===== src/osc_ctrl_pkg.sv =====
// Summary of operation
// - current source field, read-only, eight encodings
// - writable next source, reset from configuration
// - lock bit plus honor config freezes source select, postscaler, vco divider, prescaler and multiplier, not reduction fields or trim
// - pll in-phase status from lock or timer
// - fail monitor sets fail flag, software clears
// - secondary oscillator enable follows its bit
// - switch request reads zero once switch finished
// - oscillator control writes need prior unlock sequence
// - unimplemented bits read zero, ignore writes
// - recover-on-irq makes interrupts clear reduction enable
// - reduction field divides processor clock by 2^n
// - reduction enable off forces one-to-one ratio
// - fast rc postscaler 1..64, code 7 is 256
// - vco divider 2, 4, reserved, 8
// - pll prescaler equals field plus two
// - feedback multiplier equals field plus two
// - signed trim field shifts fast rc frequency
// - instruction clock is oscillator clock divided by two
// - switching disabled freezes request bit at zero
// - switch to same source aborts, request clears
// - wait ten new-clock cycles, then change over
package osc_ctrl_pkg;

    // register byte offsets
    localparam logic [11:0] OFS_OSC_CONTROL   = 12'h000;
    localparam logic [11:0] OFS_CLOCK_DIVISOR = 12'h004;
    localparam logic [11:0] OFS_PLL_FEEDBACK  = 12'h008;
    localparam logic [11:0] OFS_FAST_RC_TUNE  = 12'h00c;
    localparam logic [11:0] OFS_UNLOCK        = 12'h010;

    // unlock keys, written in this order
    localparam logic [15:0] UNLOCK_KEY_FIRST  = 16'h0046;
    localparam logic [15:0] UNLOCK_KEY_SECOND = 16'h0057;

    // oscillator control field positions
    localparam int POS_CUR_SRC   = 12;
    localparam int POS_NEXT_SRC  = 8;
    localparam int POS_CFG_LOCK  = 7;
    localparam int POS_PLL_PHASE = 5;
    localparam int POS_FAIL      = 3;
    localparam int POS_SEC_OSC   = 1;
    localparam int POS_SWITCH    = 0;

    // clock divisor field positions
    localparam int POS_ROI       = 15;
    localparam int POS_REDUCE    = 12;
    localparam int POS_REDUCE_EN = 11;
    localparam int POS_FRC_POST  = 8;
    localparam int POS_VCO_DIV   = 6;
    localparam int POS_PRE_DIV   = 0;

    // reset values
    localparam logic [2:0] RST_REDUCE   = 3'h3;
    localparam logic [2:0] RST_FRC_POST = 3'h0;
    localparam logic [1:0] RST_VCO_DIV  = 2'h1;
    localparam logic [4:0] RST_PRE_DIV  = 5'h00;
    localparam logic [8:0] RST_FB_MULT  = 9'h030;
    localparam logic [5:0] RST_TRIM     = 6'h00;

    // new-clock cycles waited before change-over
    localparam logic [3:0] SWITCH_SETTLE_TICKS = 4'ha;

    // pll source codes
    localparam logic [2:0] SRC_FAST_RC_PLL = 3'h1;
    localparam logic [2:0] SRC_PRIMARY_PLL = 3'h3;

    typedef enum logic [2:0] {
        SW_IDLE   = 3'b001,
        SW_WAIT   = 3'b010,
        SW_SETTLE = 3'b100
    } switch_state_t;

    // decoded clock settings handed to the analog side
    typedef struct packed {
        logic [8:0] fast_rc_divide;
        logic [3:0] vco_divide;
        logic [5:0] pre_divide;
        logic [9:0] fb_multiply;
        logic [5:0] fast_rc_trim;
    } clock_settings_t;

endpackage : osc_ctrl_pkg


===== src/pulse_divider.sv =====
`timescale 1ns/1ps
`default_nettype none
module pulse_divider
    import osc_ctrl_pkg::*;
#(
    parameter int W = 7
) (
    // clock and reset
    input  wire logic         clk,
    input  wire logic         rst_n,
    // count enable and terminal count
    input  wire logic         en,
    input  wire logic [W-1:0] limit,
    // one pulse per limit+1 enables
    output logic              pulse
);

    typedef struct packed {
        logic [W-1:0] count;
    } div_state_t;

    div_state_t s_reg;
    div_state_t s_next;

    // count enables, wrap at the limit
    always_comb begin
        s_next = s_reg;
        if (en) begin
            if (s_reg.count >= limit) begin
                s_next.count = '0;
            end else begin
                s_next.count = s_reg.count + W'(1);
            end
        end
    end

    always_ff @(posedge clk) begin
        if (!rst_n) begin
            s_reg <= '0;
        end else begin
            s_reg <= s_next;
        end
    end

    assign pulse = en && (s_reg.count >= limit);

endmodule : pulse_divider
`default_nettype wire


===== src/osc_ctrl.sv =====
`timescale 1ns/1ps
`default_nettype none
module osc_ctrl
    import osc_ctrl_pkg::*;
(
    // clock and reset
    input  wire logic        clk,
    input  wire logic        rst_n,
    // ahb-lite slave
    input  wire logic        hsel,
    input  wire logic [31:0] haddr,
    input  wire logic [1:0]  htrans,
    input  wire logic        hwrite,
    input  wire logic [2:0]  hsize,
    input  wire logic [31:0] hwdata,
    input  wire logic        hready,
    output logic             hreadyout,
    output logic             hresp,
    output logic [31:0]      hrdata,
    // configuration bits; initial source sampled at reset, the other two used live
    input  wire logic [2:0]  initial_source_config,
    input  wire logic        lock_honor_config,
    input  wire logic        switch_enable_config,
    // analog oscillator and pll status
    input  wire logic        pll_enabled,
    input  wire logic        pll_locked,
    input  wire logic        pll_timer_expired,
    input  wire logic        new_source_ready,
    input  wire logic        new_clk_tick,
    input  wire logic        fail_detect,
    input  wire logic        irq_event,
    // oscillator control outputs
    output logic [2:0]       current_source_select,
    output logic [2:0]       switch_target,
    output logic             switch_busy,
    output logic             secondary_osc_enable,
    output clock_settings_t  settings,
    // clock enables
    output logic             periph_clk_en,
    output logic             cpu_clk_en
);

    typedef struct packed {
        logic [2:0]    cur_src;
        logic [2:0]    next_src;
        logic [2:0]    target;
        logic          cfg_lock;
        logic          pll_phase;
        logic          fail;
        logic          sec_osc;
        logic          switch_req;
        logic          recover_on_irq;
        logic [2:0]    reduce;
        logic          reduce_en;
        logic [2:0]    frc_post;
        logic [1:0]    vco_div;
        logic [4:0]    pre_div;
        logic [8:0]    fb_mult;
        logic [5:0]    trim;
        logic          key_seen;
        logic          armed;
        switch_state_t sw_state;
        logic [3:0]    ticks;
        logic          wr_pend;
        logic [11:0]   wr_addr;
        logic [31:0]   rdata;
    } ctrl_state_t;

    ctrl_state_t s_reg;
    ctrl_state_t s_next;
    logic        addr_phase;
    logic        locked;
    logic [15:0] wd;
    logic [15:0] rd_word;
    logic        cy_en;
    logic        doze_pulse;

    assign addr_phase = hsel && htrans[1] && hready;
    assign locked     = s_reg.cfg_lock && lock_honor_config;
    assign wd         = hwdata[15:0];

    // read word assembly, unimplemented bits zero
    always_comb begin
        rd_word = 16'h0000;
        if (haddr[11:0] == OFS_OSC_CONTROL) begin
            rd_word[POS_CUR_SRC +: 3]  = s_reg.cur_src;
            rd_word[POS_NEXT_SRC +: 3] = s_reg.next_src;
            rd_word[POS_CFG_LOCK]      = s_reg.cfg_lock;
            rd_word[POS_PLL_PHASE]     = s_reg.pll_phase;
            rd_word[POS_FAIL]          = s_reg.fail;
            rd_word[POS_SEC_OSC]       = s_reg.sec_osc;
            rd_word[POS_SWITCH]        = s_reg.switch_req;
        end else if (haddr[11:0] == OFS_CLOCK_DIVISOR) begin
            rd_word[POS_ROI]           = s_reg.recover_on_irq;
            rd_word[POS_REDUCE +: 3]   = s_reg.reduce;
            rd_word[POS_REDUCE_EN]     = s_reg.reduce_en;
            rd_word[POS_FRC_POST +: 3] = s_reg.frc_post;
            rd_word[POS_VCO_DIV +: 2]  = s_reg.vco_div;
            rd_word[POS_PRE_DIV +: 5]  = s_reg.pre_div;
        end else if (haddr[11:0] == OFS_PLL_FEEDBACK) begin
            rd_word[8:0] = s_reg.fb_mult;
        end else if (haddr[11:0] == OFS_FAST_RC_TUNE) begin
            rd_word[5:0] = s_reg.trim;
        end else if (haddr[11:0] == OFS_UNLOCK) begin
            rd_word[0] = s_reg.armed;
        end
    end

    // bus writes, then hardware events, then the switch sequencer, then fail detection
    always_comb begin
        s_next = s_reg;
        // address phase capture and registered read data
        s_next.wr_pend = addr_phase && hwrite;
        if (addr_phase) begin
            s_next.wr_addr = haddr[11:0];
        end
        if (addr_phase && !hwrite) begin
            s_next.rdata = {16'h0000, rd_word};
        end
        // data phase of a write
        if (s_reg.wr_pend) begin
            if (s_reg.wr_addr == OFS_UNLOCK) begin
                s_next.key_seen = (wd == UNLOCK_KEY_FIRST);
                s_next.armed    = s_reg.key_seen && (wd == UNLOCK_KEY_SECOND);
            end else if (s_reg.wr_addr == OFS_OSC_CONTROL) begin
                s_next.key_seen = 1'b0;
                s_next.armed    = 1'b0; // one write per unlock
                if (s_reg.armed) begin
                    s_next.sec_osc = wd[POS_SEC_OSC];
                    if (!wd[POS_FAIL]) begin
                        s_next.fail = 1'b0; // clear on zero only
                    end
                    if (!locked) begin
                        s_next.next_src = wd[POS_NEXT_SRC +: 3];
                        s_next.cfg_lock = wd[POS_CFG_LOCK];
                        if (wd[POS_SWITCH] && switch_enable_config) begin
                            s_next.switch_req = 1'b1;
                        end
                    end
                end
            end else if (s_reg.wr_addr == OFS_CLOCK_DIVISOR) begin
                s_next.recover_on_irq       = wd[POS_ROI];
                s_next.reduce    = wd[POS_REDUCE +: 3];
                s_next.reduce_en = wd[POS_REDUCE_EN];
                if (!locked) begin
                    s_next.frc_post = wd[POS_FRC_POST +: 3];
                    s_next.vco_div  = wd[POS_VCO_DIV +: 2];
                    s_next.pre_div  = wd[POS_PRE_DIV +: 5];
                end
            end else if (s_reg.wr_addr == OFS_PLL_FEEDBACK) begin
                if (!locked) begin
                    s_next.fb_mult = wd[8:0];
                end
            end else if (s_reg.wr_addr == OFS_FAST_RC_TUNE) begin
                s_next.trim = wd[5:0];
            end
        end
        // interrupt restores one-to-one ratio
        if (irq_event && s_reg.recover_on_irq) begin
            s_next.reduce_en = 1'b0;
        end
        // pll in-phase status
        s_next.pll_phase = pll_enabled && (pll_locked || pll_timer_expired);
        // switch sequencer
        case (s_reg.sw_state)
            SW_IDLE: begin
                if (s_reg.switch_req) begin
                    if (s_reg.next_src == s_reg.cur_src) begin
                        s_next.switch_req = 1'b0; // redundant switch aborts
                    end else begin
                        s_next.target    = s_reg.next_src;
                        s_next.fail      = 1'b0;
                        s_next.pll_phase = 1'b0;
                        s_next.sw_state  = SW_WAIT;
                    end
                end
            end
            SW_WAIT: begin
                if (new_source_ready) begin
                    s_next.ticks    = 4'h0;
                    s_next.sw_state = SW_SETTLE;
                end
            end
            SW_SETTLE: begin
                if (new_clk_tick) begin
                    if (s_reg.ticks == SWITCH_SETTLE_TICKS - 4'h1) begin
                        s_next.cur_src    = s_reg.target;
                        s_next.switch_req = 1'b0;
                        s_next.sw_state   = SW_IDLE;
                    end else begin
                        s_next.ticks = s_reg.ticks + 4'h1;
                    end
                end
            end
            default: begin
                s_next.sw_state = SW_IDLE;
            end
        endcase
        // a detected failure wins over any clear
        if (fail_detect) begin
            s_next.fail = 1'b1;
        end
    end

    // state register, sources from configuration at reset
    always_ff @(posedge clk) begin
        if (!rst_n) begin
            s_reg           <= '0;
            s_reg.cur_src   <= initial_source_config;
            s_reg.next_src  <= initial_source_config;
            s_reg.target    <= initial_source_config;
            s_reg.reduce    <= RST_REDUCE;
            s_reg.frc_post  <= RST_FRC_POST;
            s_reg.vco_div   <= RST_VCO_DIV;
            s_reg.pre_div   <= RST_PRE_DIV;
            s_reg.fb_mult   <= RST_FB_MULT;
            s_reg.trim      <= RST_TRIM;
            s_reg.sw_state  <= SW_IDLE;
        end else begin
            s_reg <= s_next;
        end
    end

    // instruction clock at half the oscillator rate
    pulse_divider #(
        .W     (1)
    ) u_cycle_div (
        .clk   (clk),
        .rst_n (rst_n),
        .en    (1'b1),
        .limit (1'b1),
        .pulse (cy_en)
    );

    // processor reduction by two to the field value
    pulse_divider #(
        .W     (7)
    ) u_doze_div (
        .clk   (clk),
        .rst_n (rst_n),
        .en    (cy_en),
        .limit (7'((8'h01 << s_reg.reduce) - 8'h01)),
        .pulse (doze_pulse)
    );

    assign periph_clk_en = cy_en;
    assign cpu_clk_en    = s_reg.reduce_en ? doze_pulse : cy_en;

    // decoded divider and multiplier settings
    always_comb begin
        settings.fast_rc_divide = (s_reg.frc_post == 3'h7) ? 9'h100 :
                                  9'(9'h001 << s_reg.frc_post);
        case (s_reg.vco_div)
            2'h0:    settings.vco_divide = 4'h2;
            2'h1:    settings.vco_divide = 4'h4;
            2'h3:    settings.vco_divide = 4'h8;
            default: settings.vco_divide = 4'h0;
        endcase
        settings.pre_divide   = {1'b0, s_reg.pre_div} + 6'h02;
        settings.fb_multiply  = {1'b0, s_reg.fb_mult} + 10'h002;
        settings.fast_rc_trim = s_reg.trim;
    end

    assign current_source_select = s_reg.cur_src;
    assign switch_target         = s_reg.target;
    assign switch_busy           = (s_reg.sw_state != SW_IDLE);
    assign secondary_osc_enable  = s_reg.sec_osc;
    assign hreadyout             = 1'b1;
    assign hresp                 = 1'b0;
    assign hrdata                = s_reg.rdata;

    // checks
    a_upper_read_zero: assert property (@(posedge clk) disable iff (!rst_n)
        hrdata[31:16] == 16'h0000)
        else $error("upper read bits not zero");
    a_fail_set_wins: assert property (@(posedge clk) disable iff (!rst_n)
        fail_detect |=> s_reg.fail)
        else $error("fail flag not set by detection");
    a_irq_recover: assert property (@(posedge clk) disable iff (!rst_n)
        irq_event && s_reg.recover_on_irq |=> !s_reg.reduce_en)
        else $error("interrupt did not clear reduction enable");
    a_no_switch_dis: assert property (@(posedge clk) disable iff (!rst_n)
        !switch_enable_config && !s_reg.switch_req |=> !s_reg.switch_req)
        else $error("request set while switching disabled");
    a_redundant_abort: assert property (@(posedge clk) disable iff (!rst_n)
        s_reg.sw_state == SW_IDLE && s_reg.switch_req && s_reg.next_src == s_reg.cur_src
        |=> !s_reg.switch_req && $stable(s_reg.cur_src))
        else $error("redundant switch not aborted");
    a_switch_settle: assert property (@(posedge clk) disable iff (!rst_n)
        s_reg.sw_state == SW_SETTLE && new_clk_tick && s_reg.ticks == 4'h9
        |=> s_reg.cur_src == $past(s_reg.target) && !s_reg.switch_req)
        else $error("change-over not after ten ticks");
    a_settle_early: assert property (@(posedge clk) disable iff (!rst_n)
        s_reg.sw_state == SW_SETTLE && s_reg.ticks < 4'h9 |=> $stable(s_reg.cur_src))
        else $error("source changed before ten ticks");
    a_unlock_needed: assert property (@(posedge clk) disable iff (!rst_n)
        s_reg.wr_pend && s_reg.wr_addr == OFS_OSC_CONTROL && !s_reg.armed
        |=> $stable(s_reg.next_src) && $stable(s_reg.sec_osc))
        else $error("control written without unlock");
    a_lock_freeze: assert property (@(posedge clk) disable iff (!rst_n)
        locked && s_reg.wr_pend && s_reg.wr_addr == OFS_PLL_FEEDBACK
        |=> $stable(s_reg.fb_mult))
        else $error("locked feedback value changed");
    a_phase_status: assert property (@(posedge clk) disable iff (!rst_n)
        !pll_enabled |=> !s_reg.pll_phase)
        else $error("in-phase set while pll disabled");
    a_cycle_half: assert property (@(posedge clk) disable iff (!rst_n)
        cy_en |=> !cy_en ##1 cy_en)
        else $error("instruction enable not every second cycle");
    a_ratio_one: assert property (@(posedge clk) disable iff (!rst_n)
        !s_reg.reduce_en |-> cpu_clk_en == periph_clk_en)
        else $error("ratio not one-to-one");

    // bus answer, status, sequencer, lock and clock enable checks
    a_bus_okay: assert property (@(posedge clk) disable iff (!rst_n)
        hreadyout && !hresp)
        else $error("bus answer not okay");
    a_phase_set: assert property (@(posedge clk) disable iff (!rst_n)
        pll_enabled && pll_locked && !s_reg.switch_req |=> s_reg.pll_phase)
        else $error("in-phase not set");
    a_cur_src_hold: assert property (@(posedge clk) disable iff (!rst_n)
        s_reg.sw_state != SW_SETTLE |=> $stable(s_reg.cur_src))
        else $error("current source changed outside switch");
    a_switch_start: assert property (@(posedge clk) disable iff (!rst_n)
        s_reg.sw_state == SW_IDLE && s_reg.switch_req && s_reg.next_src != s_reg.cur_src
        |=> switch_busy && switch_target == $past(s_reg.next_src))
        else $error("valid switch not started");
    a_busy_request: assert property (@(posedge clk) disable iff (!rst_n)
        switch_busy |-> s_reg.switch_req)
        else $error("request low while busy");
    a_wait_ready: assert property (@(posedge clk) disable iff (!rst_n)
        s_reg.sw_state == SW_WAIT && !new_source_ready |=> s_reg.sw_state == SW_WAIT)
        else $error("left wait before source ready");
    a_lock_divisor: assert property (@(posedge clk) disable iff (!rst_n)
        locked && s_reg.wr_pend && s_reg.wr_addr == OFS_CLOCK_DIVISOR
        |=> $stable(s_reg.vco_div) && $stable(s_reg.pre_div))
        else $error("locked divisor fields changed");
    a_lock_bit_hold: assert property (@(posedge clk) disable iff (!rst_n)
        locked |=> s_reg.cfg_lock)
        else $error("lock bit cleared while locked");
    a_fail_no_set: assert property (@(posedge clk) disable iff (!rst_n)
        !fail_detect && !s_reg.fail |=> !s_reg.fail)
        else $error("fail flag set without detection");
    a_cpu_in_periph: assert property (@(posedge clk) disable iff (!rst_n)
        cpu_clk_en |-> periph_clk_en)
        else $error("processor enable off the instruction grid");

endmodule : osc_ctrl
`default_nettype wire


===== config.mk =====
export PLATFORM = sky130hd
export DESIGN_NAME = osc_ctrl
export DESIGN_NICKNAME = d
export VERILOG_FILES = /design/src/osc_ctrl_pkg.sv /design/src/pulse_divider.sv /design/src/osc_ctrl.sv
export SDC_FILE = /design/constraint.sdc
export NUM_CORES = 1
export LEC_CHECK = 0
export BUFFER_PORTS_ARGS = -buffer_cell sky130_fd_sc_hd__buf_4
export CAP_MARGIN = 20
export CORE_UTILIZATION = 31
export DETAILED_ROUTE_END_ITERATION = 6
export PLACE_DENSITY = 0.61
export SKIP_CTS_REPAIR_TIMING = 1
export SLEW_MARGIN = 20
export SYNTH_ARGS = -nofsm -noshare
export SYNTH_HDL_FRONTEND = slang
export SYNTH_HIERARCHICAL = 1
export SYNTH_SLANG_ARGS = --single-unit

===== constraint.sdc =====
create_clock -name clk -period 1.86 [get_ports clk]
set_input_delay 0.186 -clock clk [delete_from_list [all_inputs] [get_ports clk]]
set_output_delay 0.186 -clock clk [all_outputs]
set_load 0.01 [all_outputs]

* Yosys cells after proc, flatten, opt, wreduce, memory -nomap -nowiden
Cells that the tools add are included.
** Storage, ports and cells
- Bits in registers :: 90
- Latch bits :: 0
- RAM bits :: 0
- Bits in read-only memories :: 0
- Input bits :: 86
- Output and inout port bits :: 79
- Logic and storage cells :: 185
- Memories kept :: 0
** Operators by class
- $add $sub $neg :: 6
- Multiply operators :: 0
- Div/mod/pow operators :: 0
- Magnitude comparators :: 2
- Eq/ne operators :: 36
- Shifts and indexed selects :: 2
- Multiplexer cells :: 77
- Bitwise gates (word level) :: 6
- Reductions and logical operators :: 31
** Operators by type and width (count)
- $mux W98 :: 1
- $mux W3 :: 19
- $eq A12 B4 Y1 const B :: 4
- $mux W35 :: 1
- $mux W33 :: 1
- $eq A16 B7 Y1 const B :: 2
- $mux W15 :: 2
- $mux W30 :: 1
- $mux W7 :: 4
- $mux W9 :: 3
- $mux W1 :: 25
- $eq A12 B3 Y1 const B :: 2
- $eq A12 B5 Y1 const B :: 2
- $logic_not A12 Y1 :: 2
- $reduce_and A5 Y1 :: 4
- $mux W6 :: 3
- $ne A2 B2 Y1 const B :: 9
- $mux W16 :: 1
- $ne A2 B1 Y1 const B :: 8
- $mux W12 :: 1
- $mux W2 :: 6
- $pmux W4 S3 :: 1
- $reduce_and A4 Y1 :: 3
- $reduce_and A6 Y1 :: 2
- 33 further kinds :: 53

* Longest topological paths before layout
- Depth in word-level cells :: 12
- Depth in mapped cells :: 8
- Depth with buffers taken out :: 8

* By module
Netlist, hierarchy kept.
** Modules (own cells, without submodules)
- osc_ctrl :: instances 1, cells an instance 500, area an instance 4352.9 µm², seq. area each 1731.7 µm²
- pulse_divider at u_doze_div :: instances 1, cells an instance 56, area an instance 505.5 µm², seq. area each 140.1 µm²
- pulse_divider at u_cycle_div :: instances 1, cells an instance 6, area an instance 51.3 µm², seq. area each 20.0 µm²

* Least setup slack after synthesis
Ideal clock, no wire load.
- Path kind :: reg2out
- Start point :: register s_reg[82] (netlist bit)
- End point :: output cpu_clk_en
- Arrival time :: 1.905 ns
- Required time :: 1.674 ns
- Slack :: -0.231 ns
- Cell stages (with the launch flop) :: 9
- Path buffers :: 0
- Cell sequence :: dfxtp_1 and3_1 inv_1 ha_1 and3_4 a221oi_2 o21ai_0 and2_1 mux2_2
** Between the ends
- Word-level cells in the longest chain between the ends :: 5
** Ends and longest elaborated chain
- start, declared :: line osc_ctrl.sv:69 : ctrl_state_t s_reg;
- start signal, assigned :: line osc_ctrl.sv:220 : s_reg <= s_next;
- $shl A1 B3 Y7 :: line osc_ctrl.sv:242 : .limit (7'((8'h01 << s_reg.reduce) - 8'h01)),
- $sub A7 B1 Y7 :: line osc_ctrl.sv:242
- $ge A7 B7 Y1 :: line pulse_divider.sv:45 : assign pulse = en && (s_reg.count >= limit);
- $logic_and A1 B1 Y1 :: line pulse_divider.sv:45
- via doze_pulse :: line osc_ctrl.sv:76 : logic doze_pulse;
- $mux W1 :: line osc_ctrl.sv:247 : assign cpu_clk_en = s_reg.reduce_en ? doze_pulse : cy_en;
- end, declared :: line osc_ctrl.sv:40 : output logic cpu_clk_en
The timed path passes the listed nets, and every way through them passes these cells.

* Final worst setup path
Ends and elaborated chain as after synthesis.

==> results.md <==
- Vias in the first global route: 3970
- Ports: 165
- Post-synth EDFFs: 9
- Core region area: 15310 sq um
- Worst min path class: in -> reg
- Synth warn: 6
- CP max FO: 6
- Setup violators final: 1
- Share of the synthesized area in the top cell type: 0.3303
- N_diodes: 0
- DR DRC count: 0
- Synth async-reset ratio: 0
- Max-cap violations: 0
- Reg2Reg Depth: 9
- Most frequent cells in the layout: 132 x buf_4, 96 x nand2_1, 76 x dfxtp_1
- Layout Cells excl Fill: 871
- Via count: 4257
- Top_reg_cell synth: dfxtp_1
- Hold Worst Slack: 0.01369 ns
- Max reg flops: 53
- Failing checks: setup timing
- Total gr overflow: 0
- Post-synth cell types: 71
- Final ANT Viol Nets: 0
- Skew-Pair Late Insertion Delay: 0.36 ns
- CTS tree: done
- RSZ-0062 raised after global routing: yes
- Setup crit end kind: output pin
- Final worst slack: -0.5875 ns
- PwrDens: a little over 700 nW/um^2
- Sequential share of the synthesized area: 0.3853
- First-pass DRT Iterations: 5
- Dpl cells: around 850
- Final net count: around 750
- Area grow syn2layout: 26.45%
- Leak Pwr: around 2.6 nW
- Fmax: 0.4086 GHz
- Worst Tran Pin Value: just over 0.9 ns
- Die Ht: 127.9 um
- Clock Sinks: 90
- Clk buf depth: 2
- Relative slew slack: 0.3810
- Row Count: 45
- Max-slew violations: 0
- Top cells by area, synth: dfxtp_1 33%, buf_4 7.8%, nand2_1 7.3%
- Worst Skew: 0.01028 ns
- Chip width: roughly 130 um
- Crit path launch type: flop
- Largest net degree at the start of global routing: 36
- #FFs+latches synth: 90
- I/O Buffers: 104
- CP required: 1.67 ns
- Met1 Wirelength: 6231 um
- Commonest non-fill, non-tap cell in the layout: buf_4
- Die footprint: about 16000 sq um
- Global-route wire length before repair: 21170 um
- Initial antenna violation count: 0
- Total CTS buffers: 9
- Final worst-path cycle share: 1.316
- Post-Route WL: 13590 um
- Final Hold Vio Count: 0
- Highest routed layer: met4
- Clk slew on worst S/H paths: 0.07 ns
- Synth area leader: dfxtp_1
- Met2 wire length: 6373 um
- Vias per cell: 4.887
- DPL Wire Length: 10360 um
- Htree depth: 3
- Fill count: 1528
- WL/cell: ~16 um
- Total GRT Usage: 0.1703
- Hold Path Depth: 2
- CP Class: reg -> out
- Syn avg cell area: 8.736 sq um
- CTS root buf: clkbuf_16
- VDD IR max: 0.4793 mV
- Placer Congestion: 0.8149
- Mapped Cells: 562
- Share of post-route cells with drive strength above 1: 0.2727
- Initial Utilization: 0.3206
- DRT iter0 DRCs: 279
- Mapped Area: 4910 sq um
- Status: complete, but fails checks
- Met3 WL: 797 um
- Period minus WS final: 2.447 ns
- CP Data Arrival Time: 2.26 ns
==> worst paths after layout <==
kind                            slack (ns)                               end                   start
worst max register to register        0.10  u_doze_div/s_reg[5]$_SDFFE_PN0P_  s_reg[82]$_SDFFE_PN0P_
worst min register to register        0.46            s_reg[41]$_SDFFE_PN0P_  s_reg[41]$_SDFFE_PN0P_
worst max-delay path                 -0.59                        cpu_clk_en  s_reg[82]$_SDFFE_PN0P_
worst min-delay path                  0.01            s_reg[79]$_SDFFE_PP0P_               irq_event
==> cells in the mapped netlist, drive strengths merged (7+ instances only) <==
| cell type | count |
|---|---|
| a221o | 8 |
| and2 | 9 |
| mux2i | 31 |
| and3 | 7 |
| dfxtp | 81 |
| a211oi | 7 |
| xnor2 | 11 |
| inv | 20 |
| nand2 | 97 |
| o21ai | 13 |
| a21oi | 18 |
| nand3 | 14 |
| edfxtp | 9 |
| nor3 | 12 |
| nor2 | 42 |
| ha | 12 |
| nand4 | 8 |
| xor2 | 7 |
| buf | 56 |
| clkbuf | 17 |
==> critical path, stage by stage (launching register included) <==
cell and delay (ns):
dfxtp_4 0.36, buf_4 0.13, a21o_1 0.15, inv_1 0.10, ha_4 0.21, a21o_1 0.20, a31oi_4 0.15, o21ai_1 0.07
and2_1 0.14, mux2_4 0.24, buf_4 0.14
==> stage by stage <==
stage	utilization	setup TNS (ns)	area (sq um)	worst slack (ns)	total power, W
after global placement	0.3792	-0.1552	5808	-0.1552	0.002438
after CTS	0.4019	-0.7042	6155	-0.5907	0.004551
after global routing	0.4054	-0.7831	6208	-0.7032	0.004695
after detailed placement	0.3792	-0.2389	5808	-0.2012	0.002444
after floorplan	-	-0.03023	5031	-0.03023	0.002300
final	0.4054	-0.5875	6208	-0.5875	0.004514
==> routing by layer <==
metal	up-vias	global-route usage
met2	139	0.2727
met3	14	0.04257
met4	0	0.06436
li1	2069	-
met1	2035	0.2204
met5	-	0
==> layout make-up <==
class                   count  area, sq um  share of cell area
clock inverters             5        82.58             0.01330
clock buffers              11        264.0             0.04252
multi-input cells         401         2625              0.4228
repair buffers            132        991.0              0.1596
inverters                  21        78.83             0.01270
flip-flops and latches     90         1903              0.3065
well taps                 211        264.0             0.04252
==> cells by family after synthesis <==
| family | share of synthesized area |
|---|---|
| multiplexers | 0.07008 |
| flip-flops | 0.3853 |
| AO/OA/AOI/OAI | 0.1198 |
| adder cells (fa/ha/maj) | 0.03058 |
| XOR/XNOR | 0.03211 |
| AND/OR/NAND/NOR | 0.2475 |
| other | 0.001530 |
| buffers and inverters | 0.1131 |
==> report_power, final <==
group	leakage (nW)	switching [W]	total, W	internal (W)
registers	0.744	0.0000307	0.00202	0.00199
clock network	0.171	0.000810	0.00211	0.00130
logic	1.68	0.000219	0.000381	0.000162
Note: power is estimated with default switching activity, not from simulation.
